File: config.mk
export PLATFORM = sky130hd
export DESIGN_NAME = risd_top
export DESIGN_NICKNAME = d
export VERILOG_FILES = /design/src/hw/risd_pkg.sv /design/src/hw/risd_top.sv /design/src/hw/risd_edge.sv /design/src/hw/risd_field.sv
export SDC_FILE = /design/constraint.sdc
export NUM_CORES = 1
export LEC_CHECK = 0
export ABC_AREA = 1
export BUFFER_PORTS_ARGS = -buffer_cell sky130_fd_sc_hd__buf_2
export CAP_MARGIN = 0
export CORE_ASPECT_RATIO = 2
export CORE_UTILIZATION = 44
export DETAILED_ROUTE_END_ITERATION = 16
export PLACE_DENSITY = 0.69
export SLEW_MARGIN = 20
export SYNTH_ARGS = -nofsm -noshare
export SYNTH_HDL_FRONTEND = slang
export SYNTH_SLANG_ARGS = --single-unit
File: constraint.sdc
create_clock -name clk_i -period 2.3 [get_ports clk_i]
set_input_delay 0.69 -clock clk_i [delete_from_list [all_inputs] [get_ports clk_i]]
set_output_delay 0.69 -clock clk_i [all_outputs]
set_load 0.02 [all_outputs]
File: src/hw/risd_pkg.sv
package risd_pkg;

    // Register byte offsets on the bus.
    localparam logic [7:0] RISD_OFF_CTRL = 8'h00;
    localparam logic [7:0] RISD_OFF_STATUS = 8'h04;
    localparam logic [7:0] RISD_OFF_IRQ_STAT = 8'h08;
    localparam logic [7:0] RISD_OFF_IRQ_MASK = 8'h0C;
    localparam logic [7:0] RISD_OFF_ALARM = 8'h10;
    localparam logic [7:0] RISD_OFF_SEL = 8'h14;

    // Control register fields.
    localparam int RISD_CTRL_LOW_WHEN_OFF = 0;
    localparam int RISD_CTRL_PAUSE_ON_CHG = 1;
    localparam int RISD_CTRL_REMOTE_ACCEPT = 2;
    localparam logic [31:0] RISD_CTRL_RESET = 32'h0000_0000;

    // Interrupt status bit positions.
    localparam int RISD_EV_START = 0;
    localparam int RISD_EV_RESET = 1;
    localparam int RISD_EV_MOTOR_ON = 2;
    localparam int RISD_EV_ROBOT_SEL = 3;
    localparam int RISD_EV_ALARM_CLR = 4;
    localparam int RISD_EV_LOW_POWER = 5;
    localparam int RISD_EV_HP_REJECT = 6;
    localparam int RISD_EV_HP_ACCEPT = 7;
    localparam int RISD_NUM_EV = 8;

    // Field widths of the select inputs.
    localparam int RISD_PROG_W = 6;
    localparam int RISD_ROBOT_W = 5;
    localparam int RISD_ALARM_W = 4;
    localparam int RISD_NUM_ALARMS = 16;

    // Reset value of the latched robot selection: zero means all robots.
    localparam logic [4:0] RISD_ROBOT_ALL = 5'h00;

    // Alarm numbers with a defined meaning.
    localparam logic [3:0] RISD_ALARM_BATTERY = 4'h1;
    localparam logic [3:0] RISD_ALARM_GREASE = 4'h3;

    // Wishbone slave states.
    typedef enum logic [1:0] {
        RISD_BUS_IDLE = 2'b01,
        RISD_BUS_ACK = 2'b10
    } risd_bus_t;

endpackage

File: src/hw/risd_top.sv
// What this block does
// - Six program select bits weigh 1..32; value N starts main function N.
// - Remote commands are taken only while remote accept output is on.
// - Reset command turns all general outputs off, reinitialises robots.
// - Pause setting 0: any low-power edge stops tasks and forces low; one edge sets high power ok, but forced low clears high power set.
// - Pause setting 1: entering low power pauses; leaving it allows high.
// - Robot select strobe latches the robot governing status flags.
// - After start the latched robot selection means all robots.
// - Five robot select bits weigh 1..16; zero means all robots.
// - Motor-on request also reinitialises the addressed robot's parameters.
// - Alarm clear removes only the alarm chosen by alarm select.
// - Four alarm select bits; 1 battery, 3 grease, others unassigned.
module risd_top #(
    parameter int NUM_ROBOTS = 16
) (
    input wire logic clk_i,
    input wire logic rst_i,
    input wire logic [31:0] wb_adr_i,
    input wire logic [31:0] wb_dat_i,
    input wire logic [3:0] wb_sel_i,
    input wire logic wb_we_i,
    input wire logic wb_cyc_i,
    input wire logic wb_stb_i,
    output logic [31:0] wb_dat_o,
    output logic wb_ack_o,
    output logic irq_o,
    input wire logic start_input_i,
    input wire logic reset_input_i,
    input wire logic motor_on_request_i,
    input wire logic robot_select_strobe_i,
    input wire logic alarm_clear_input_i,
    input wire logic high_power_command_i,
    input wire logic forced_low_power_input_i,
    input wire logic [5:0] program_select_i,
    input wire logic [4:0] robot_select_i,
    input wire logic [3:0] alarm_select_i,
    input wire logic [15:0] alarm_raise_i,
    output logic remote_accept_output_o,
    output logic start_pulse_o,
    output logic [5:0] start_program_o,
    output logic io_all_off_o,
    output logic [NUM_ROBOTS:0] robot_param_init_o,
    output logic [4:0] status_robot_o,
    output logic [15:0] alarm_active_o,
    output logic stop_all_o,
    output logic pause_all_o,
    output logic force_low_o,
    output logic high_power_ok_o,
    output logic high_power_set_o
);
    localparam int NEV = risd_pkg::RISD_NUM_EV;

    initial begin
        if (NUM_ROBOTS < 1 || NUM_ROBOTS > 16)
            $error("risd_top NUM_ROBOTS must be 1 to 16.");
    end

    // Synchronised command inputs: start, reset, motor, robot sel, alarm, hp.
    logic [5:0] cmd_rise;
    logic flp_lvl;
    logic flp_rise;
    logic flp_fall;
    logic [5:0] prog_val;
    logic [4:0] robot_val;
    logic [3:0] alarm_val;
    logic [15:0] alarm_hot;
    logic [15:0] raise_lvl;

    risd_edge #(.WIDTH(6)) u_cmd (
        .clk_i(clk_i),
        .rst_i(rst_i),
        .async_i({high_power_command_i, alarm_clear_input_i,
                  robot_select_strobe_i, motor_on_request_i,
                  reset_input_i, start_input_i}),
        .level_o(),
        .rise_o(cmd_rise),
        .fall_o()
    );

    risd_edge #(.WIDTH(1)) u_flp (
        .clk_i(clk_i),
        .rst_i(rst_i),
        .async_i(forced_low_power_input_i),
        .level_o(flp_lvl),
        .rise_o(flp_rise),
        .fall_o(flp_fall)
    );

    risd_field #(.WIDTH(6)) u_prog (
        .clk_i(clk_i),
        .rst_i(rst_i),
        .field_i(program_select_i),
        .value_o(prog_val),
        .onehot_o()
    );

    risd_field #(.WIDTH(5)) u_robot (
        .clk_i(clk_i),
        .rst_i(rst_i),
        .field_i(robot_select_i),
        .value_o(robot_val),
        .onehot_o()
    );

    risd_field #(.WIDTH(4)) u_alarm (
        .clk_i(clk_i),
        .rst_i(rst_i),
        .field_i(alarm_select_i),
        .value_o(alarm_val),
        .onehot_o(alarm_hot)
    );

    risd_edge #(.WIDTH(16)) u_raise (
        .clk_i(clk_i),
        .rst_i(rst_i),
        .async_i(alarm_raise_i),
        .level_o(raise_lvl),
        .rise_o(),
        .fall_o()
    );

    // Maps a robot number to a parameter-init vector; bit 0 means all.
    function automatic logic [NUM_ROBOTS:0] risd_robot_vec(
        input logic [4:0] num
    );
        logic [NUM_ROBOTS:0] v;
        v = '0;
        if (num == risd_pkg::RISD_ROBOT_ALL)
            v = '1;
        else if (32'(num) <= NUM_ROBOTS)
            v[num] = 1'b1;
        return v;
    endfunction

    // Software-held control bits.
    logic [31:0] ctrl;
    logic [31:0] next_ctrl;
    logic [NEV-1:0] irq_stat;
    logic [NEV-1:0] next_irq_stat;
    logic [NEV-1:0] irq_mask;
    logic [NEV-1:0] next_irq_mask;
    logic accept;
    logic low_when_off;
    logic pause_on_chg;

    assign accept = ctrl[risd_pkg::RISD_CTRL_REMOTE_ACCEPT];
    assign low_when_off = ctrl[risd_pkg::RISD_CTRL_LOW_WHEN_OFF];
    assign pause_on_chg = ctrl[risd_pkg::RISD_CTRL_PAUSE_ON_CHG];

    // Command decode state.
    logic start_pulse;
    logic next_start_pulse;
    logic [5:0] start_prog;
    logic [5:0] next_start_prog;
    logic io_off;
    logic next_io_off;
    logic [NUM_ROBOTS:0] rinit;
    logic [NUM_ROBOTS:0] next_rinit;
    logic [4:0] status_robot;
    logic [4:0] next_status_robot;
    logic [15:0] alarms;
    logic [15:0] next_alarms;
    logic stop_all;
    logic next_stop_all;
    logic pause_all;
    logic next_pause_all;
    logic force_low;
    logic next_force_low;
    logic hp_ok;
    logic next_hp_ok;
    logic hp_set;
    logic next_hp_set;
    logic [NEV-1:0] ev;
    logic flp_enter;
    logic flp_leave;

    // Which forced-low-power edge enters the low-power condition.
    assign flp_enter = low_when_off ? flp_fall : flp_rise;
    assign flp_leave = low_when_off ? flp_rise : flp_fall;

    // Commands need remote accept; the forced-low input is always honoured.
    always_comb begin
        next_start_pulse = 1'b0;
        next_start_prog = start_prog;
        next_io_off = 1'b0;
        next_rinit = '0;
        next_status_robot = status_robot;
        next_alarms = alarms | raise_lvl;
        next_stop_all = 1'b0;
        next_pause_all = pause_all;
        next_force_low = force_low;
        next_hp_ok = hp_ok;
        next_hp_set = hp_set;
        ev = '0;
        if (accept && cmd_rise[0]) begin
            next_start_pulse = 1'b1;
            next_start_prog = prog_val;
            ev[risd_pkg::RISD_EV_START] = 1'b1;
        end
        if (accept && cmd_rise[1]) begin
            next_io_off = 1'b1;
            next_rinit = '1;
            next_hp_set = 1'b0;
            ev[risd_pkg::RISD_EV_RESET] = 1'b1;
        end
        if (accept && cmd_rise[2]) begin
            next_rinit = next_rinit | risd_robot_vec(robot_val);
            ev[risd_pkg::RISD_EV_MOTOR_ON] = 1'b1;
        end
        if (accept && cmd_rise[3]) begin
            next_status_robot = robot_val;
            ev[risd_pkg::RISD_EV_ROBOT_SEL] = 1'b1;
        end
        if (accept && cmd_rise[4]) begin
            // A new raise in the same cycle outlives the clear.
            next_alarms = (alarms & ~alarm_hot) | raise_lvl;
            ev[risd_pkg::RISD_EV_ALARM_CLR] = 1'b1;
        end
        if (flp_rise || flp_fall) begin
            if (!pause_on_chg) begin
                next_stop_all = 1'b1;
                next_force_low = 1'b1;
                next_hp_ok = flp_leave;
            end else if (flp_enter) begin
                next_pause_all = 1'b1;
                next_force_low = 1'b1;
                next_hp_ok = 1'b0;
            end else begin
                next_pause_all = 1'b0;
                next_force_low = 1'b0;
                next_hp_ok = 1'b1;
            end
            ev[risd_pkg::RISD_EV_LOW_POWER] = 1'b1;
        end
        if (next_force_low)
            next_hp_set = 1'b0;
        if (accept && cmd_rise[5]) begin
            if (hp_ok) begin
                next_hp_set = 1'b1;
                ev[risd_pkg::RISD_EV_HP_ACCEPT] = 1'b1;
            end else begin
                ev[risd_pkg::RISD_EV_HP_REJECT] = 1'b1;
            end
        end
    end

    always_ff @(posedge clk_i) begin
        if (rst_i) begin
            start_pulse <= 1'b0;
            start_prog <= '0;
            io_off <= 1'b0;
            rinit <= '0;
            status_robot <= risd_pkg::RISD_ROBOT_ALL;
            alarms <= '0;
            stop_all <= 1'b0;
            pause_all <= 1'b0;
            force_low <= 1'b0;
            hp_ok <= 1'b1;
            hp_set <= 1'b0;
        end else begin
            start_pulse <= next_start_pulse;
            start_prog <= next_start_prog;
            io_off <= next_io_off;
            rinit <= next_rinit;
            status_robot <= next_status_robot;
            alarms <= next_alarms;
            stop_all <= next_stop_all;
            pause_all <= next_pause_all;
            force_low <= next_force_low;
            hp_ok <= next_hp_ok;
            hp_set <= next_hp_set;
        end
    end

    // Wishbone slave: one wait state, then ack for a single cycle.
    risd_pkg::risd_bus_t bus_st;
    risd_pkg::risd_bus_t next_bus_st;
    logic [31:0] rdata;
    logic [31:0] next_rdata;
    logic irq;
    logic next_irq;
    logic bus_go;
    logic stat_rd;

    assign bus_go = wb_cyc_i && wb_stb_i && (bus_st == risd_pkg::RISD_BUS_IDLE);
    assign stat_rd = bus_go && !wb_we_i &&
                     (wb_adr_i[7:0] == risd_pkg::RISD_OFF_IRQ_STAT);

    // Register writes honour byte lanes; unmapped addresses read zero.
    always_comb begin
        next_bus_st = bus_st;
        next_rdata = '0;
        next_ctrl = ctrl;
        next_irq_mask = irq_mask;
        // A read clears status, but an event in that cycle still sets it.
        next_irq_stat = (stat_rd ? '0 : irq_stat) | ev;
        case (bus_st)
            risd_pkg::RISD_BUS_IDLE: begin
                if (bus_go) begin
                    next_bus_st = risd_pkg::RISD_BUS_ACK;
                    if (wb_we_i) begin
                        if (wb_adr_i[7:0] == risd_pkg::RISD_OFF_CTRL &&
                            wb_sel_i[0])
                            next_ctrl[7:0] = wb_dat_i[7:0];
                        if (wb_adr_i[7:0] == risd_pkg::RISD_OFF_IRQ_MASK &&
                            wb_sel_i[0])
                            next_irq_mask = wb_dat_i[NEV-1:0];
                    end else begin
                        case (wb_adr_i[7:0])
                            risd_pkg::RISD_OFF_CTRL: next_rdata = ctrl;
                            risd_pkg::RISD_OFF_STATUS: next_rdata =
                                {26'h0, hp_set, hp_ok, force_low,
                                 pause_all, accept, flp_lvl};
                            risd_pkg::RISD_OFF_IRQ_STAT:
                                next_rdata = {24'h0, irq_stat};
                            risd_pkg::RISD_OFF_IRQ_MASK:
                                next_rdata = {24'h0, irq_mask};
                            risd_pkg::RISD_OFF_ALARM:
                                next_rdata = {16'h0, alarms};
                            risd_pkg::RISD_OFF_SEL: next_rdata =
                                {6'h0, status_robot, start_prog, prog_val,
                                 robot_val, alarm_val};
                            default: next_rdata = '0;
                        endcase
                    end
                end
            end
            risd_pkg::RISD_BUS_ACK: next_bus_st = risd_pkg::RISD_BUS_IDLE;
            default: next_bus_st = risd_pkg::RISD_BUS_IDLE;
        endcase
        next_irq = |(next_irq_stat & next_irq_mask);
    end

    always_ff @(posedge clk_i) begin
        if (rst_i) begin
            bus_st <= risd_pkg::RISD_BUS_IDLE;
            rdata <= '0;
            ctrl <= risd_pkg::RISD_CTRL_RESET;
            irq_stat <= '0;
            irq_mask <= '0;
            irq <= 1'b0;
        end else begin
            bus_st <= next_bus_st;
            rdata <= next_rdata;
            ctrl <= next_ctrl;
            irq_stat <= next_irq_stat;
            irq_mask <= next_irq_mask;
            irq <= next_irq;
        end
    end

    // All outputs come straight from flip-flops, except wb_ack_o, which is decoded from bus_st.
    assign wb_dat_o = rdata;
    assign wb_ack_o = (bus_st == risd_pkg::RISD_BUS_ACK);
    assign irq_o = irq;
    assign remote_accept_output_o = ctrl[risd_pkg::RISD_CTRL_REMOTE_ACCEPT];
    assign start_pulse_o = start_pulse;
    assign start_program_o = start_prog;
    assign io_all_off_o = io_off;
    assign robot_param_init_o = rinit;
    assign status_robot_o = status_robot;
    assign alarm_active_o = alarms;
    assign stop_all_o = stop_all;
    assign pause_all_o = pause_all;
    assign force_low_o = force_low;
    assign high_power_ok_o = hp_ok;
    assign high_power_set_o = hp_set;
endmodule

File: src/hw/risd_edge.sv
// Two-stage synchroniser followed by rise and fall detection.
module risd_edge #(
    parameter int WIDTH = 1
) (
    input wire logic clk_i,
    input wire logic rst_i,
    input wire logic [WIDTH-1:0] async_i,
    output logic [WIDTH-1:0] level_o,
    output logic [WIDTH-1:0] rise_o,
    output logic [WIDTH-1:0] fall_o
);
    logic [WIDTH-1:0] meta;
    logic [WIDTH-1:0] sync;
    logic [WIDTH-1:0] prev;

    initial begin
        if (WIDTH < 1) $error("risd_edge needs WIDTH of at least one.");
    end

    // The first stage only feeds the second, so no gate sees metastability.
    always_ff @(posedge clk_i) begin
        if (rst_i) begin
            meta <= '0;
            sync <= '0;
            prev <= '0;
        end else begin
            meta <= async_i;
            sync <= meta;
            prev <= sync;
        end
    end

    assign level_o = sync;
    assign rise_o = sync & ~prev;
    assign fall_o = ~sync & prev;
endmodule

File: src/hw/risd_field.sv
// Synchronises a select field and decodes it to a one-hot vector.
module risd_field #(
    parameter int WIDTH = 4
) (
    input wire logic clk_i,
    input wire logic rst_i,
    input wire logic [WIDTH-1:0] field_i,
    output logic [WIDTH-1:0] value_o,
    output logic [(1<<WIDTH)-1:0] onehot_o
);
    logic [WIDTH-1:0] meta;
    logic [WIDTH-1:0] sync;

    initial begin
        if (WIDTH < 1 || WIDTH > 8) $error("risd_field WIDTH out of range.");
    end

    // Bits are plain binary weights, so the value needs no remapping.
    always_ff @(posedge clk_i) begin
        if (rst_i) begin
            meta <= '0;
            sync <= '0;
        end else begin
            meta <= field_i;
            sync <= meta;
        end
    end

    assign value_o = sync;

    genvar g;
    generate
        for (g = 0; g < (1 << WIDTH); g++) begin : g_dec
            assign onehot_o[g] = (sync == WIDTH'(g));
        end
    endgenerate
endmodule

==> impl_metrics.csv <==
group,metric,value,unit
global_routing,grt_pass1_vias,5020,
drt,wl_met1,5500,um
drt,ant_nets,0,
yosys,yosys_register_bits,187,
worst_setup_path,cp_cell_sequence,"buf_2",
die,fp.dieW,88.2,um
die,die_h,174,um
clock_network,cts.repair.resized,0,
sta,rsz0062_at_grt,"no",
sta,max_freq,562,MHz
worst_setup_path,r2r_setup_slack,0.61,ns
placement,hpwl,11500,um
layout,final_nets,1067,
worst_setup_path,cp-start-kind,"flip-flop",
global_routing,grt_start_max_net_pins,84,
sta,drv_slew,0,
sta,setup_viol,0,
drt,dr.pass1.iters,5,
clock_network,cts.sinks,187,
die,fp.dieArea,0.0154,mm2
pwr,vdd_drop_max,0.000543,V
min_path,min_from,"u_cmd.meta[4]",
worst_setup_path,arrival,1.09,ns
die,core-area,0.0144,mm2
placement,placed_area,0.00749,mm2
clock_network,post_cts_buffers,0,
worst_setup_path,r2r.worst_path.cells,8,
yosys,synth.avg_cell_area,8.12,um2
worst_setup_path,cp-end-kind,"output pin",
clock_network,cts_hold_buf,0,
drt,wl_per_cell,13.1,um
drt,dr_wl_met2,8230,um
sta,worstMarginPinSlew,0.834,ns
drt,drt_wl_total,15200,um
pwr,powerDensity,814,mW/mm2
drt,drtIter0Drc,282,
min_path,whs_endpoint,"u_cmd.level_o[4]",
drt,wl_met3,819,um
die,initial_core_util,45.3,%
layout,drive_above_1_share,23.2,%
worst_setup_path,path_class,"flip-flop to output pin",
clock_network,clk-insertion-delay-late,0.43,ns
sta,min_period,1.78,ns
worst_setup_path,crit_required,1.61,ns
die,rows,62,
clock_network,clk_path_buf_depth,2,
worst_setup_path,cp_num_buf_inv,1,
outcome,outcome,"finished, final reports clean",
pwr,leakage,3.86,nW
worst_setup_path,cp_slowest_cell,"dfxtp_1",
sta,min_period_over_period,77.4,%
worst_setup_path,rr_endpoint,"robot_param_init_o[1]",
flow_run,max-cap-violations,0,
layout,layout_common_cells,"dfxtp_1 (187), nor2_1 (149), buf_2 (138), inv_1 (124), nand2_1 (103)",
clock_network,cts.clk_slew.worst_paths,0.07,ns
global_routing,grt_overflow,0,
sta,fin_tns_setup,0,ns
min_path,min_path_type,"flip-flop to flip-flop",
sta,clock-skew-final,0.0103,ns
drt,top_layer_used,"met4",
worst_setup_path,path_delay_family,"flip-flops",
clock_network,numCtsBuffers,17,
drt,vias_per_cell,4.65,
placement,numPortBuffers,139,
global_routing,grt_pass1_wl,24100,um
worst_setup_path,slowest_delay,0.45,ns
clock_network,cts-root-buf,"clkbuf_16",
clock_network,htreeDepth,4,
yosys,synthDistinctLibCells,37,
drt,num_vias,5396,
sta,slew_headroom,44.4,%
global_routing,antenna_found_initial,1,
drt,drc_errors,0,
yosys,syn_area,0.00654,mm2
placement,place.gp.congestion,0.883,
layout,final_common_cell,"dfxtp_1",
yosys,syn_inst,805,
min_path,hold_path_depth,2,
clock_network,cts_tree,"done",
global_routing,grt_usage,20.8,%
die,ioPinCount,197,
sta,hold_viol,0,
yosys,ys_seq_area_share,57.3,%
layout,design_area,0.00809,mm2
worst_setup_path,worstReg2RegStart,"u_cmd.level_o[2]",
worst_setup_path,path_max_fanout,5,
layout,area_delta_synth_final,23.7,%
yosys,yosysWarnings,0,
[worst max-delay path by stage]
stage          cells past startpoint       startpoint         endpoint
2_1_floorplan                      9      wb_adr_i[2]          ctrl[1]
3_3_place_gp                      11      wb_adr_i[7]            irq_o
3_5_place_dp                      11      wb_adr_i[7]            irq_o
4_1_cts                            1  high_power_ok_o  high_power_ok_o
5_1_grt                           11      wb_adr_i[7]            irq_o
6_report                           1  high_power_ok_o  high_power_ok_o
[routing by layer]
layer | GRT usage [%] | vias to the layer above
met1 | 20.6 | 2397
met3 | 5.79 | 43
met5 | 0 | -
met2 | 37.5 | 176
met4 | 11.6 | 0
li1 | - | 2780
[synthesized netlist by cell type]
cell type | number | area share, %
buf_2 | 6 | 0.46
o2111ai_1 | 1 | 0.13
o31ai_1 | 5 | 0.57
a21oi_2 | 1 | 0.13
mux2i_1 | 1 | 0.15
a21oi_1 | 49 | 3.8
conb_1 | 1 | 0.057
a31oi_1 | 5 | 0.48
a22o_1 | 3 | 0.40
nor3_2 | 3 | 0.46
nor4_2 | 1 | 0.19
nand4_1 | 9 | 0.86
nand2_2 | 4 | 0.38
o41ai_1 | 2 | 0.27
dfxtp_1 | 187 | 57
o211ai_2 | 1 | 0.19
o21ai_1 | 10 | 0.77
clkbuf_1 | 17 | 0.98
nand2_4 | 2 | 0.34
buf_1 | 3 | 0.17
nand3_2 | 2 | 0.31
nand3_1 | 32 | 2.4
o211ai_1 | 1 | 0.11
nor2_4 | 2 | 0.34
nor2_2 | 3 | 0.29
nand2_1 | 103 | 5.9
buf_8 | 1 | 0.23
ha_1 | 2 | 0.38
nor2_1 | 149 | 8.6
o21ai_2 | 1 | 0.13
clkinv_1 | 1 | 0.057
inv_1 | 124 | 7.1
o21ai_0 | 45 | 3.4
buf_4 | 7 | 0.80
nor3_1 | 8 | 0.61
nor2_8 | 2 | 0.61
inv_2 | 11 | 0.63
[where the power goes]
part | leakage (nW) | internal (W) | switching, W | total [W]
Clock | 0.286 | 0.00155 | 0.00135 | 0.00291
Sequential | 1.53 | 0.00332 | 0.0000431 | 0.00337
Combinational | 2.05 | 0.000108 | 0.000202 | 0.000309
[stage by stage]
step                      power (W)  hold WS (ns)  worst slack (ns)  util (%)  cells
after floorplan             0.00363         0.388             0.471         -    810
after global placement      0.00375         0.389             0.122      51.9   1127
after detailed placement    0.00375         0.392             0.115      51.9   1127
after CTS                   0.00663         0.402             0.523      56.0   1159
after global routing        0.00682         0.417             0.477      56.0   1160
final                       0.00658         0.398             0.521      56.0   1160
[state kept, by name (all words and copies together), names as in the netlist, 5 cells and up]
| register | cells |
|---|---|
| alarm_active_o | 16 |
| status_robot_o | 5 |
| u_prog.value_o | 6 |
| u_cmd.prev | 6 |
| u_cmd.meta | 6 |
| u_raise.meta | 16 |
| robot_param_init_o | 17 |
| u_cmd.level_o | 6 |
| irq_mask | 8 |
| ctrl | 8 |
| u_raise.level_o | 16 |
| u_robot.value_o | 5 |
| wb_dat_o | 26 |
| irq_stat | 8 |
| start_program_o | 6 |
| u_robot.meta | 5 |
| u_prog.meta | 6 |
[final cells by class]
type	count	area (um2)
diodes	1	2.50
well taps	192	240
fillers	1381	6340
repair buffers	159	861
clock inverters	15	173
multi-input cells	453	2130
inverters	136	510
clock buffers	17	425
flip-flops and latches	187	3740
[kinds of logic (layout without fill, tap and decap cells)]
group / after synthesis / after routing / share of synthesized area (%)
muxes: 1 / 1 / 0.153
buffers and inverters: 170 / 327 / 10.4
and+or+nand+nor: 320 / 320 / 21.3
DFF: 187 / 187 / 57.3
other: 1 / 7 / 0.0574
adders and majority gates: 2 / 2 / 0.383
AOI/OAI and AO/OA: 124 / 124 / 10.4
Note: power is estimated with default switching activity, not from simulation.
